===== src/wtu_defines.vh =====
// Constants of the watchdog time-out unit.
`ifndef WTU_DEFINES_VH
`define WTU_DEFINES_VH
`define WTU_CTL_ADDR 8'h93
`define WTU_RR_ADDR 8'h94
`define WTU_BIT_EN 7
`define WTU_BIT_NMI 6
`define WTU_BIT_FLAG 5
`define WTU_CLK_HI 4
`define WTU_CLK_LO 3
`define WTU_PER_HI 1
`define WTU_PER_LO 0
`define WTU_CLK_SYS 2'h0
`define WTU_CLK_RTC 2'h1
`define WTU_KEY1 8'hA5
`define WTU_KEY2 8'h5A
`define WTU_PER_27 2'h0
`define WTU_PER_25 2'h1
`define WTU_PER_22 2'h2
`define WTU_PER_18 2'h3
`define WTU_LOG_27 27
`define WTU_LOG_25 25
`define WTU_LOG_22 22
`define WTU_LOG_18 18
`define WTU_CNT_W 27
`define WTU_RST_PULSE 4'h4
`endif


===== src/wtu_tick_sync.v =====
// Two-stage synchroniser and rising-edge detector for the real-time clock source.
module wtu_tick_sync (
   // Clock and reset.
   input wire clk,
   input wire sys_rst,
   // Asynchronous source and synchronised tick.
   input wire src,
   output reg tick_r
);
   reg s1_r;
   reg s2_r;
   reg s3_r;

   always @(posedge clk) begin
      if (sys_rst) begin
         s1_r <= 1'b0;
         s2_r <= 1'b0;
         s3_r <= 1'b0;
         tick_r <= 1'b0;
      end else begin
         s1_r <= src;
         s2_r <= s1_r;
         s3_r <= s2_r;
         tick_r <= s2_r & ~s3_r;
      end
   end
endmodule


===== src/wtu_watchdog.v =====
// Watchdog time-out unit: control and restart registers, counter and time-out response.
//
// How it works
// Every system reset leaves the watchdog disabled.
// Writing 1 to bit 7 enables; only reset clears enable.
// Period field [1:0] picks 2^27, 2^25, 2^22 or 2^18 cycles.
// Clock select [4:3]: 00 system clock, 01 real-time source, others reserved.
// Real-time source is whatever the real-time clock control selects.
// Every time-out sets the cause flag at bit 5.
// Bit 6 picks response: 0 resets CPU, 1 raises non-maskable interrupt.
// Time-out reset output changes on rising clock edges only.
// Cause flag survives watchdog reset; cleared only by other resets.
// Software trusts the flag only when last reset was not watchdog.
// Eight-bit readable control; bits 5 and 2 read-only, bit 2 zero.
// Restart by writing A5h then 5Ah, any delay between them.
// Completed restart sequence reloads the counter, counting continues.
// Any value other than 5Ah or A5h after A5h abandons the sequence; A5h again keeps it armed.
`include "wtu_defines.vh"
module wtu_watchdog #(
   parameter CNT_W = `WTU_CNT_W
) (
   // Clock and resets.
   input wire clk,
   input wire sys_rst,
   // High when the system reset in progress was caused by this watchdog.
   input wire wdog_caused_rst,
   // Register port of the processor.
   input wire [7:0] reg_addr,
   input wire [7:0] reg_wdata,
   input wire reg_wr,
   input wire reg_rd,
   output reg [7:0] reg_rdata_r,
   // Real-time clock source, already chosen by the real-time clock control.
   input wire rtc_src,
   // Time-out responses.
   output reg timeout_rst_r,
   output reg timeout_nmi_r
);
   reg enable_r;
   reg nmi_sel_r;
   reg flag_r;
   reg [1:0] clk_sel_r;
   reg [1:0] per_sel_r;
   reg key_armed_r;
   reg [CNT_W-1:0] cnt_r;
   reg [3:0] pulse_r;
   wire rtc_tick;
   wire ctl_wr;
   wire rr_wr;
   wire count_en;
   wire restart;
   wire expire;
   wire [7:0] ctl_val;

   // Returns the terminal count, one less than the selected period.
   // A counter built narrower than the default scales every period by the same power of two.
   function [CNT_W-1:0] wtu_limit;
      input [1:0] sel;
      begin
         case (sel)
            `WTU_PER_27: wtu_limit = {CNT_W{1'b1}} >> (`WTU_CNT_W - `WTU_LOG_27);
            `WTU_PER_25: wtu_limit = {CNT_W{1'b1}} >> (`WTU_CNT_W - `WTU_LOG_25);
            `WTU_PER_22: wtu_limit = {CNT_W{1'b1}} >> (`WTU_CNT_W - `WTU_LOG_22);
            `WTU_PER_18: wtu_limit = {CNT_W{1'b1}} >> (`WTU_CNT_W - `WTU_LOG_18);
            default: wtu_limit = {CNT_W{1'b1}};
         endcase
      end
   endfunction

   // ************************************************
   // Clock source
   // ************************************************
   wtu_tick_sync u_sync (
      .clk(clk),
      .sys_rst(sys_rst),
      .src(rtc_src),
      .tick_r(rtc_tick)
   );

   // Reserved clock selections do not count.
   assign count_en = enable_r & ((clk_sel_r == `WTU_CLK_SYS) |
      ((clk_sel_r == `WTU_CLK_RTC) & rtc_tick));

   // ************************************************
   // Register decode
   // ************************************************
   assign ctl_wr = reg_wr & (reg_addr == `WTU_CTL_ADDR);
   assign rr_wr = reg_wr & (reg_addr == `WTU_RR_ADDR);
   assign restart = rr_wr & key_armed_r & (reg_wdata == `WTU_KEY2);
   assign expire = count_en & (cnt_r == wtu_limit(per_sel_r)) & ~restart;
   assign ctl_val = {enable_r, nmi_sel_r, flag_r, clk_sel_r, 1'b0, per_sel_r};

   always @(posedge clk) begin
      if (sys_rst) begin
         enable_r <= 1'b0;
         nmi_sel_r <= 1'b0;
         clk_sel_r <= 2'h0;
         per_sel_r <= 2'h0;
         reg_rdata_r <= 8'h00;
      end else begin
         if (ctl_wr) begin
            enable_r <= enable_r | reg_wdata[`WTU_BIT_EN];
            nmi_sel_r <= reg_wdata[`WTU_BIT_NMI];
            clk_sel_r <= reg_wdata[`WTU_CLK_HI:`WTU_CLK_LO];
            per_sel_r <= reg_wdata[`WTU_PER_HI:`WTU_PER_LO];
         end
         if (reg_rd && reg_addr == `WTU_CTL_ADDR) begin
            reg_rdata_r <= ctl_val;
         end else begin
            reg_rdata_r <= 8'h00;
         end
      end
   end

   // ************************************************
   // Cause flag
   // ************************************************
   always @(posedge clk) begin
      if (sys_rst && !wdog_caused_rst) begin
         flag_r <= 1'b0;
      end else if (expire) begin
         flag_r <= 1'b1;
      end
   end

   // ************************************************
   // Restart sequence
   // ************************************************
   always @(posedge clk) begin
      if (sys_rst) begin
         key_armed_r <= 1'b0;
      end else if (rr_wr) begin
         key_armed_r <= (reg_wdata == `WTU_KEY1);
      end
   end

   // ************************************************
   // Counter and response
   // ************************************************
   always @(posedge clk) begin
      if (sys_rst) begin
         cnt_r <= {CNT_W{1'b0}};
      end else if (restart || expire) begin
         cnt_r <= {CNT_W{1'b0}};
      end else if (count_en) begin
         cnt_r <= cnt_r + {{(CNT_W-1){1'b0}}, 1'b1};
      end
   end

   // The reset request is stretched so the reset controller sees it.
   always @(posedge clk) begin
      if (sys_rst) begin
         pulse_r <= 4'h0;
         timeout_rst_r <= 1'b0;
         timeout_nmi_r <= 1'b0;
      end else begin
         timeout_nmi_r <= expire & nmi_sel_r;
         if (expire && !nmi_sel_r) begin
            pulse_r <= `WTU_RST_PULSE;
            timeout_rst_r <= 1'b1;
         end else if (pulse_r != 4'h0) begin
            pulse_r <= pulse_r - 4'h1;
            timeout_rst_r <= (pulse_r != 4'h1);
         end else begin
            timeout_rst_r <= 1'b0;
         end
      end
   end
endmodule


===== config.mk =====
export PLATFORM = sky130hd
export DESIGN_NAME = wtu_watchdog
export DESIGN_NICKNAME = d
export VERILOG_FILES = /design/src/wtu_tick_sync.v /design/src/wtu_watchdog.v
export VERILOG_INCLUDE_DIRS = /design/src
export SDC_FILE = /design/constraint.sdc
export NUM_CORES = 1
export LEC_CHECK = 0
export BUFFER_PORTS_ARGS = -buffer_cell sky130_fd_sc_hd__buf_2
export CORE_MARGIN = 2
export CORE_UTILIZATION = 55
export DETAILED_ROUTE_END_ITERATION = 16
export PLACE_DENSITY = 0.77
export SETUP_SLACK_MARGIN = 0.02
export SLEW_MARGIN = 20
export SYNTH_ARGS = -nofsm -noshare
export SYNTH_HDL_FRONTEND = slang
export SYNTH_HIERARCHICAL = 1
export SYNTH_SLANG_ARGS = --single-unit

===== constraint.sdc =====
create_clock -name clk -period 2.7 [get_ports clk]
set_input_delay 0 -clock clk [delete_from_list [all_inputs] [get_ports clk]]
set_output_delay 0 -clock clk [all_outputs]
set_load 0.02 [all_outputs]

* Word-level counts from Yosys, hierarchy flattened *
Cells that the tools add are included.

word-level totals
  register bits = 53
  bits of input ports = 22
  output and inout port bits = 10
  word-level logic and storage cells = 62

cells by class
  add/sub/neg operators = 2
  eq/ne operators = 10
  multiplexer cells = 5
  bitwise operators = 15
  reduce and logical (&&, ||, !) cells = 13

operators by type and width
  cell                                                    number
  one-hot mux 27 bit (4 select lines)                     1
  adder 27 x 1 -> 27 bit (second input constant)          1
  == test 27 bit                                          1
  == test 8 bit (second input constant)                   3
  bitwise AND 1 bit                                       10
  == test 8 x 7 -> 1 bit (second input constant)          1
  two-way mux 3 bit                                       2
  OR reduction 2 bit                                      3
  == test 2 x 1 -> 1 bit (second input constant)          2
  == test 2 bit (second input constant)                   2
  zero test 2 bit                                         2
  inequality test 4 x 1 -> 1 bit (second input constant)  1
  nonzero test 4 bit                                      1
  subtractor 4 x 1 -> 4 bit (second input constant)       1
  logical AND 1 bit                                       3
  NOT 1 bit                                               3
  zero test 1 bit                                         2
  two-way mux 1 bit                                       2
  OR 1 bit                                                2
  nonzero test 2 bit                                      1
  logical OR 1 bit                                        1

* Longest topological paths before layout *
Gate-level depths: netlist of run 1.

  depth in word-level cells = 8
  depth in mapped cells = 7
  gate-level depth less buffers = 7

* Cells and area by module *
Netlist of run 1, hierarchy kept.

by module, submodules not included
  module         instances  cells an instance  area an instance (um2)  seq. area each (um2)
  wtu_watchdog   1          265                2290.9                  960.9
  wtu_tick_sync  1          8                  111.4                   80.1

* Worst setup path after synthesis of run 1 *
OpenSTA, ideal clock, no wires.

  kind = reg-to-reg
  start point = register cnt_r[0]
  end point = register cnt_r[22]
  library setup time = 0.067 ns
  arrival = 2.097 ns
  data required time = 2.633 ns
  setup slack = 0.536 ns
  stages on the path, launching flop included = 8
  buffers on the path = 1
  clock period less this slack = 2.164 ns
  path through = dfxtp_1 > ha_1 > nand2_1 > or2_4 > or4_1 > clkbuf_2 > or4_4 > a21oi_2

on the way
  cells in the longest elaborated chain, start to end = 5
  elaborated cells between the ends (all ways) = 6
  classes of those cells = add/sub: 1; eq/ne: 1; bitwise: 2; reduce/logical: 2

ends and longest elaborated chain
  item                                                            line                source
  start: declaration                                              wtu_watchdog.v:45   reg [CNT_W-1:0] cnt_r;
  start signal: assignment                                        wtu_watchdog.v:142  cnt_r <= {CNT_W{1'b0}};
  start signal: assignment                                        wtu_watchdog.v:144  cnt_r <= {CNT_W{1'b0}};
  start signal: assignment                                        wtu_watchdog.v:146  cnt_r <= cnt_r + {{(CNT_W-1){1'b0}}, 1'b1};
  branches (longest 5 deep; another with adder 27 x 1 -> 27 bit)  n/a

Parallel ways; which one is timed is not known.
A chain may end at the register's enable or synchronous reset.

* Worst setup path after layout of run 1 *
  start point = register cnt_r[4]
  end point = register cnt_r[22]

Same word-level chain as after synthesis.

==> results.sh, run 1 <==
export IMPL_drt_pass1_iterations=4
export IMPL_crit_arrival_ps=2550
export IMPL_drive_gt1_share_pct=17.3
export IMPL_synthCells=273
export IMPL_initial_core_util_pct=55.9
export IMPL_cts_tree="yes"
export IMPL_cp_slowest_cell="or4_1"
export IMPL_nets=337
export IMPL_synth_area_leaders="dfxtp_1 43%, nor2_1 5.8%, xnor2_1 5.1%, mux2i_1 3.3%, nand2_1 3.1%"
export IMPL_powerDensity_nw_per_um2=539
export IMPL_ios=32
export IMPL_ir_drop_mv=0.271
export IMPL_total_power_mw=1.49
export IMPL_port_buffers=30
export IMPL_synth_seq_area_share_pct=43.3
export IMPL_synth_main_ff_cell="dfxtp_1"
export IMPL_place_hpwl_mm=3.29
export IMPL_fin_crit_sh_pct=85.5
export IMPL_core_um2=4290
export IMPL_cts_max_path_buffers=2
export IMPL_root_buffer="clkbuf_8"
export IMPL_min_period_ps=2310
export IMPL_grt_overflow_total=0
export IMPL_ys_warn_count=6
export IMPL_wl_per_cell_um=12.6
export IMPL_synth_edff_count=0
export IMPL_worstMarginPinSlew_ps=646
export IMPL_crit_type="reg2reg"
export IMPL_drtIter0Drc=104
export IMPL_ant_nets=0
export IMPL_cts_setup_buffers=0
export IMPL_cts_sinks=52
export IMPL_synth_fp_nets=299
export IMPL_hold_ws_ps=4.08
export IMPL_finalInstanceArea_um2=2760
export IMPL_grt_pass1_vias=1977
export IMPL_async_reset_ff_share_pct=0
export IMPL_synth_cell_types=50
export IMPL_synth_xor_area_share_pct=6.93
export IMPL_max_cap_violations=0
export IMPL_synth_top_family_by_area="simple AND/OR/NAND/NOR gates"
export IMPL_setup_violations_final=0
export IMPL_antenna_found_initial=0
export IMPL_die_h_um=70.1
export IMPL_grt_setup_unrepaired="no"
export IMPL_ys_seq_elements=52
export IMPL_hold_buffers=7
export IMPL_synth_mux_area_share_pct=3.33
export IMPL_hold_violations=0
export IMPL_skew_ps=6.33
export IMPL_max_stage_delay_ps=580
export IMPL_cts_buffers=5
export IMPL_num_fill_cells=375
export IMPL_final_cell_mix="52 x dfxtp_1, 37 x nor2_1, 30 x buf_2"
export IMPL_vias=1994
export IMPL_synth_compound_area_share_pct=9.38
export IMPL_die_area_um2=4910
export IMPL_place_area_um2=2600
export IMPL_worst_setup_path_start_kind="flop"
export IMPL_crit_required_ps=2940
export IMPL_min_path_type="in2reg"
export IMPL_die_width_um=70.1
export IMPL_setup_worst_path_end_class="flop"
export IMPL_grt_max_degree=22
export IMPL_clkLatencyLatePin_ps=300
export IMPL_synthSimpleGateAreaFrac_pct=31.5
export IMPL_antennaDiodeCount=0
export IMPL_slew_viol_final=0
export IMPL_vias_per_cell=5.48
export IMPL_crit_fanout=12
export IMPL_gp_routability_congestion=0.857
export IMPL_syn_to_final_growth_pct=14.8
export IMPL_num_rows=24
export IMPL_cp_cell_sequence="nand4_1 > or2_2 > or4_1 > or4_4 > a21oi_2"
export IMPL_routed_wirelength_mm=4.57
export IMPL_cts_htree_levels=2
export IMPL_yosysTopAreaCell="dfxtp_1"
export IMPL_grt_usage_pct=20.6
export IMPL_drc=0
export IMPL_synthAdderAreaFrac_pct=2.08
export IMPL_synth_top_area_share_pct=43.3
export IMPL_fin_util_pct=64.2
export IMPL_avgSynthCellArea_um2=8.80
export IMPL_layout_commonest_cell="dfxtp_1"
export IMPL_grt_pass1_wl_mm=8.34
export IMPL_p_leak_nw=1.02
export IMPL_cts_resized=0
export IMPL_fmaxAchievable_mhz=433
export IMPL_netlist_area_um2=2400
export IMPL_outcome="finished, final reports clean"
export IMPL_path_clk_slew_ps=90
export IMPL_slew_limit_headroom_pct=56.9
export IMPL_final_setup_tns_ps=0
layout make-up:
| class | instances | area, um2 | area share (%) |
|---|---|---|---|
| Multi-Input combinational cell | 202 | 1280 | 46.5 |
| Sequential cell | 52 | 1040 | 37.7 |
| Timing Repair Buffer | 40 | 243 | 8.80 |
| Clock buffer | 8 | 90.1 | 3.27 |
| Tap cell | 52 | 65.1 | 2.36 |
| Inverter | 10 | 37.5 | 1.36 |
cells by family after synthesis:
group | Yosys count
AO/OA/AOI/OAI | 33
XOR/XNOR | 19
adder cells (fa/ha/maj) | 4
other | 1
buffers and inverters | 19
multiplexers | 8
AND/OR/NAND/NOR | 137
flip-flops | 52
where the power goes:
| group | internal [mW] | total [mW] | switching, mW |
|---|---|---|---|
| Clock | 0.209 | 0.437 | 0.228 |
| Combinational | 0.106 | 0.222 | 0.117 |
| Sequential | 0.803 | 0.828 | 0.0258 |
critical path, delay by kind of cell (launching register included):
kind	cells	cell delay [ps]
AO/OA/AOI/OAI	1	140
flip-flops	1	410
AND/OR/NAND/NOR	4	1700
path summary, 6_finish.rpt:
| kind | start | endpoint | slack, ps | cells after the start |
|---|---|---|---|---|
| hold / removal | reg_wdata[1] | per_sel_r[1] | 4 | 3 |
| setup reg to reg | cnt_r[4] | cnt_r[22] | 390 | 5 |
| hold reg to reg | u_sync/s3_r | u_sync/tick_r | 410 | 1 |
| setup / recovery | cnt_r[4] | cnt_r[22] | 390 | 5 |
registers in the layout (all words and copies together), names as in the netlist:
register,flops
clk_sel_r,2
cnt_r,27
enable_r,1
flag_r,1
key_armed_r,1
nmi_sel_r,1
per_sel_r,2
pulse_r,4
reg_rdata_r,7
timeout_nmi_r,1
timeout_rst_r,1
u_sync/s1_r,1
u_sync/s2_r,1
u_sync/s3_r,1
u_sync/tick_r,1
cell usage after synthesis, types with 2 or more instances:
cell and count:
o31ai_1 5, o21ai_0 7, or4_1 6, or4b_2 3, clkbuf_1 5, nand4b_1 2, nor4_1 5, ha_1 4
nand4_1 7, nor2_1 37, nor3_1 11, nand2_1 20, inv_1 10, buf_2 2, xnor2_1 14, a21oi_1 12
mux2i_1 8, nand2b_1 5, nand3b_1 2, or3_2 3, dfxtp_1 52, and2_1 8, or2_2 2, nand3_1 9
nor2b_1 5, xor2_1 5
layer usage:
layer  vias up  track usage, %  routed length, um
li1       1029               -                  -
met4         0            8.33                 82
met2        47            35.0               2180
met3         6            4.33                164
met5         -               0                  0
met1       912            25.5               2150
per-stage QoR:
stage / std cells / setup WS, ps
6_report: 364 / 393
5_1_grt: 364 / 235
4_1_cts: 364 / 391
3_5_place_dp: 349 / 406
3_3_place_gp: 349 / 447
2_1_floorplan: 273 / 536
(Power assumes the default switching activity.)
==> run 2: changes to the inputs <==
- clock period: 2.7 -> 2.6 ns (I/O delays scaled with it)
==> results.sh, run 2 (synthesis results as in run 1) <==
export IMPL_outcome="finished, final reports clean"
export IMPL_wl_per_cell_um=12.9
export IMPL_slew_viol_final=0
export IMPL_crit_type="reg2reg"
export IMPL_syn_to_final_growth_pct=16.0
export IMPL_drc=0
export IMPL_worst_setup_path_start_kind="flop"
export IMPL_hold_violations=0
export IMPL_grt_usage_pct=20.8
export IMPL_ios=32
export IMPL_die_area_um2=4910
export IMPL_cp_cell_sequence="ha_1 > nand2_1 > or2_4 > or4_1 > or4_4 > a21oi_2"
export IMPL_grt_max_degree=22
export IMPL_top_regs="cnt_r (27), reg_rdata_r (7), pulse_r (4)"
export IMPL_ir_drop_mv=0.261
export IMPL_p_leak_nw=1.04
export IMPL_vias_per_cell=5.42
export IMPL_setup_violations_final=0
export IMPL_min_path_type="in2reg"
export IMPL_crit_fanout=10
export IMPL_routed_wirelength_mm=4.72
export IMPL_core_um2=4290
export IMPL_cts_max_path_buffers=2
export IMPL_cts_tree="yes"
export IMPL_powerDensity_nw_per_um2=568
export IMPL_die_width_um=70.1
export IMPL_nets=340
export IMPL_r2r_setup_slack_ps=240
export IMPL_layout_commonest_cell="dfxtp_1"
export IMPL_top_layer="met4"
export IMPL_ant_nets=0
export IMPL_grt_pass1_wl_mm=8.34
export IMPL_worstMarginPinSlew_ps=628
export IMPL_max_cap_violations=0
export IMPL_max_stage_delay_ps=680
export IMPL_path_delay_family="simple AND/OR/NAND/NOR gates"
export IMPL_num_rows=24
export IMPL_wl_met3_um=200
export IMPL_largest_reg_flops=27
export IMPL_antenna_found_initial=0
export IMPL_final_cell_mix="52 x dfxtp_1, 37 x nor2_1, 30 x buf_2"
export IMPL_cp_slowest_cell="or4_1"
export IMPL_cts_htree_levels=2
export IMPL_min_from="sys_rst"
export IMPL_wl_met2_mm=2.23
export IMPL_final_setup_tns_ps=0
export IMPL_skew_ps=11.1
export IMPL_drive_gt1_share_pct=18.4
export IMPL_root_buffer="clkbuf_8"
export IMPL_place_area_um2=2610
export IMPL_largest_register="cnt_r"
export IMPL_critPathBufInv=0
export IMPL_setup_worst_path_end_class="flop"
export IMPL_initial_core_util_pct=55.9
export IMPL_whs_path_depth=2
export IMPL_grt_overflow_total=0
export IMPL_port_buffers=30
export IMPL_gp_routability_congestion=0.861
export IMPL_path_clk_slew_ps=90
export IMPL_reg2reg_depth=6
export IMPL_cts_buffers=5
export IMPL_grt_pass1_vias=1921
export IMPL_vias=1990
export IMPL_fin_crit_sh_pct=90.8
export IMPL_wl_met1_mm=2.22
export IMPL_holdPathEnd="per_sel_r[1]"
export IMPL_place_hpwl_mm=3.30
export IMPL_drtIter0Drc=85
export IMPL_crit_arrival_ps=2610
export IMPL_slew_limit_headroom_pct=58.1
export IMPL_finalInstanceArea_um2=2790
export IMPL_drt_pass1_iterations=4
export IMPL_die_h_um=70.1
export IMPL_clkLatencyLatePin_ps=310
export IMPL_grt_setup_unrepaired="no"
export IMPL_min_period_ps=2360
export IMPL_cts_resized=0
export IMPL_fmaxAchievable_mhz=424
export IMPL_reg2reg_from="cnt_r[0]"
export IMPL_timing_rr_end="cnt_r[22]"
export IMPL_cts_sinks=52
export IMPL_crit_required_ps=2850
export IMPL_antennaDiodeCount=0
==> run 2: power by group <==
part	internal, mW	switching (mW)
Combinational	0.112	0.142
Clock	0.213	0.252
Sequential	0.834	0.0291
==> run 2: per-stage QoR <==
step	cells	utilization, %	total power, mW	setup slack [ps]	hold slack [ps]
6_report	367	64.9	1.58	239	30.3
5_1_grt	367	64.9	1.67	132	43.4
4_1_cts	367	64.9	1.59	226	31.1
3_5_place_dp	351	60.9	1.11	283	225
3_3_place_gp	351	60.9	1.10	332	221
2_1_floorplan	273	-	1.05	436	70.7
==> run 2: how the worst max path moves through the flow <==
stage / from / to / slack (ps) / cells after the start
after floorplan: cnt_r[0] / cnt_r[22] / 440 / 7
after global placement: cnt_r[0] / cnt_r[22] / 330 / 6
after detailed placement: cnt_r[0] / cnt_r[22] / 280 / 6
after CTS: cnt_r[0] / cnt_r[22] / 230 / 6
after global routing: cnt_r[0] / cnt_r[26] / 130 / 6
final: cnt_r[0] / cnt_r[22] / 240 / 6
==> run 2: area by class of cell <==
cell class | instances | area [um2]
clock buffers | 6 | 82.6
clock inverters | 2 | 10.0
fillers | 359 | 1510
inverters | 10 | 37.5
multi-input cells | 202 | 1280
flip-flops and latches | 52 | 1040
well taps | 52 | 65.1
repair buffers | 43 | 268
==> run 2: routing by layer <==
metal  vias to the layer above  global-route usage [%]
li1                       1032                       -
met1                       903                    25.6
met2                        48                    35.8
met3                         7                    4.62
met4                         0                    7.26
met5                         -                       0
==> run 2: what timing repair did <==
| action | 4_1_cts | 5_1_grt |
|---|---|---|
| buffers inserted | 0 | 0 |
| endpoints found under the setup margin | 0 | 0 |
| hold endpoints to repair | 8 | 0 |
| hold buffers | 8 | 0 |
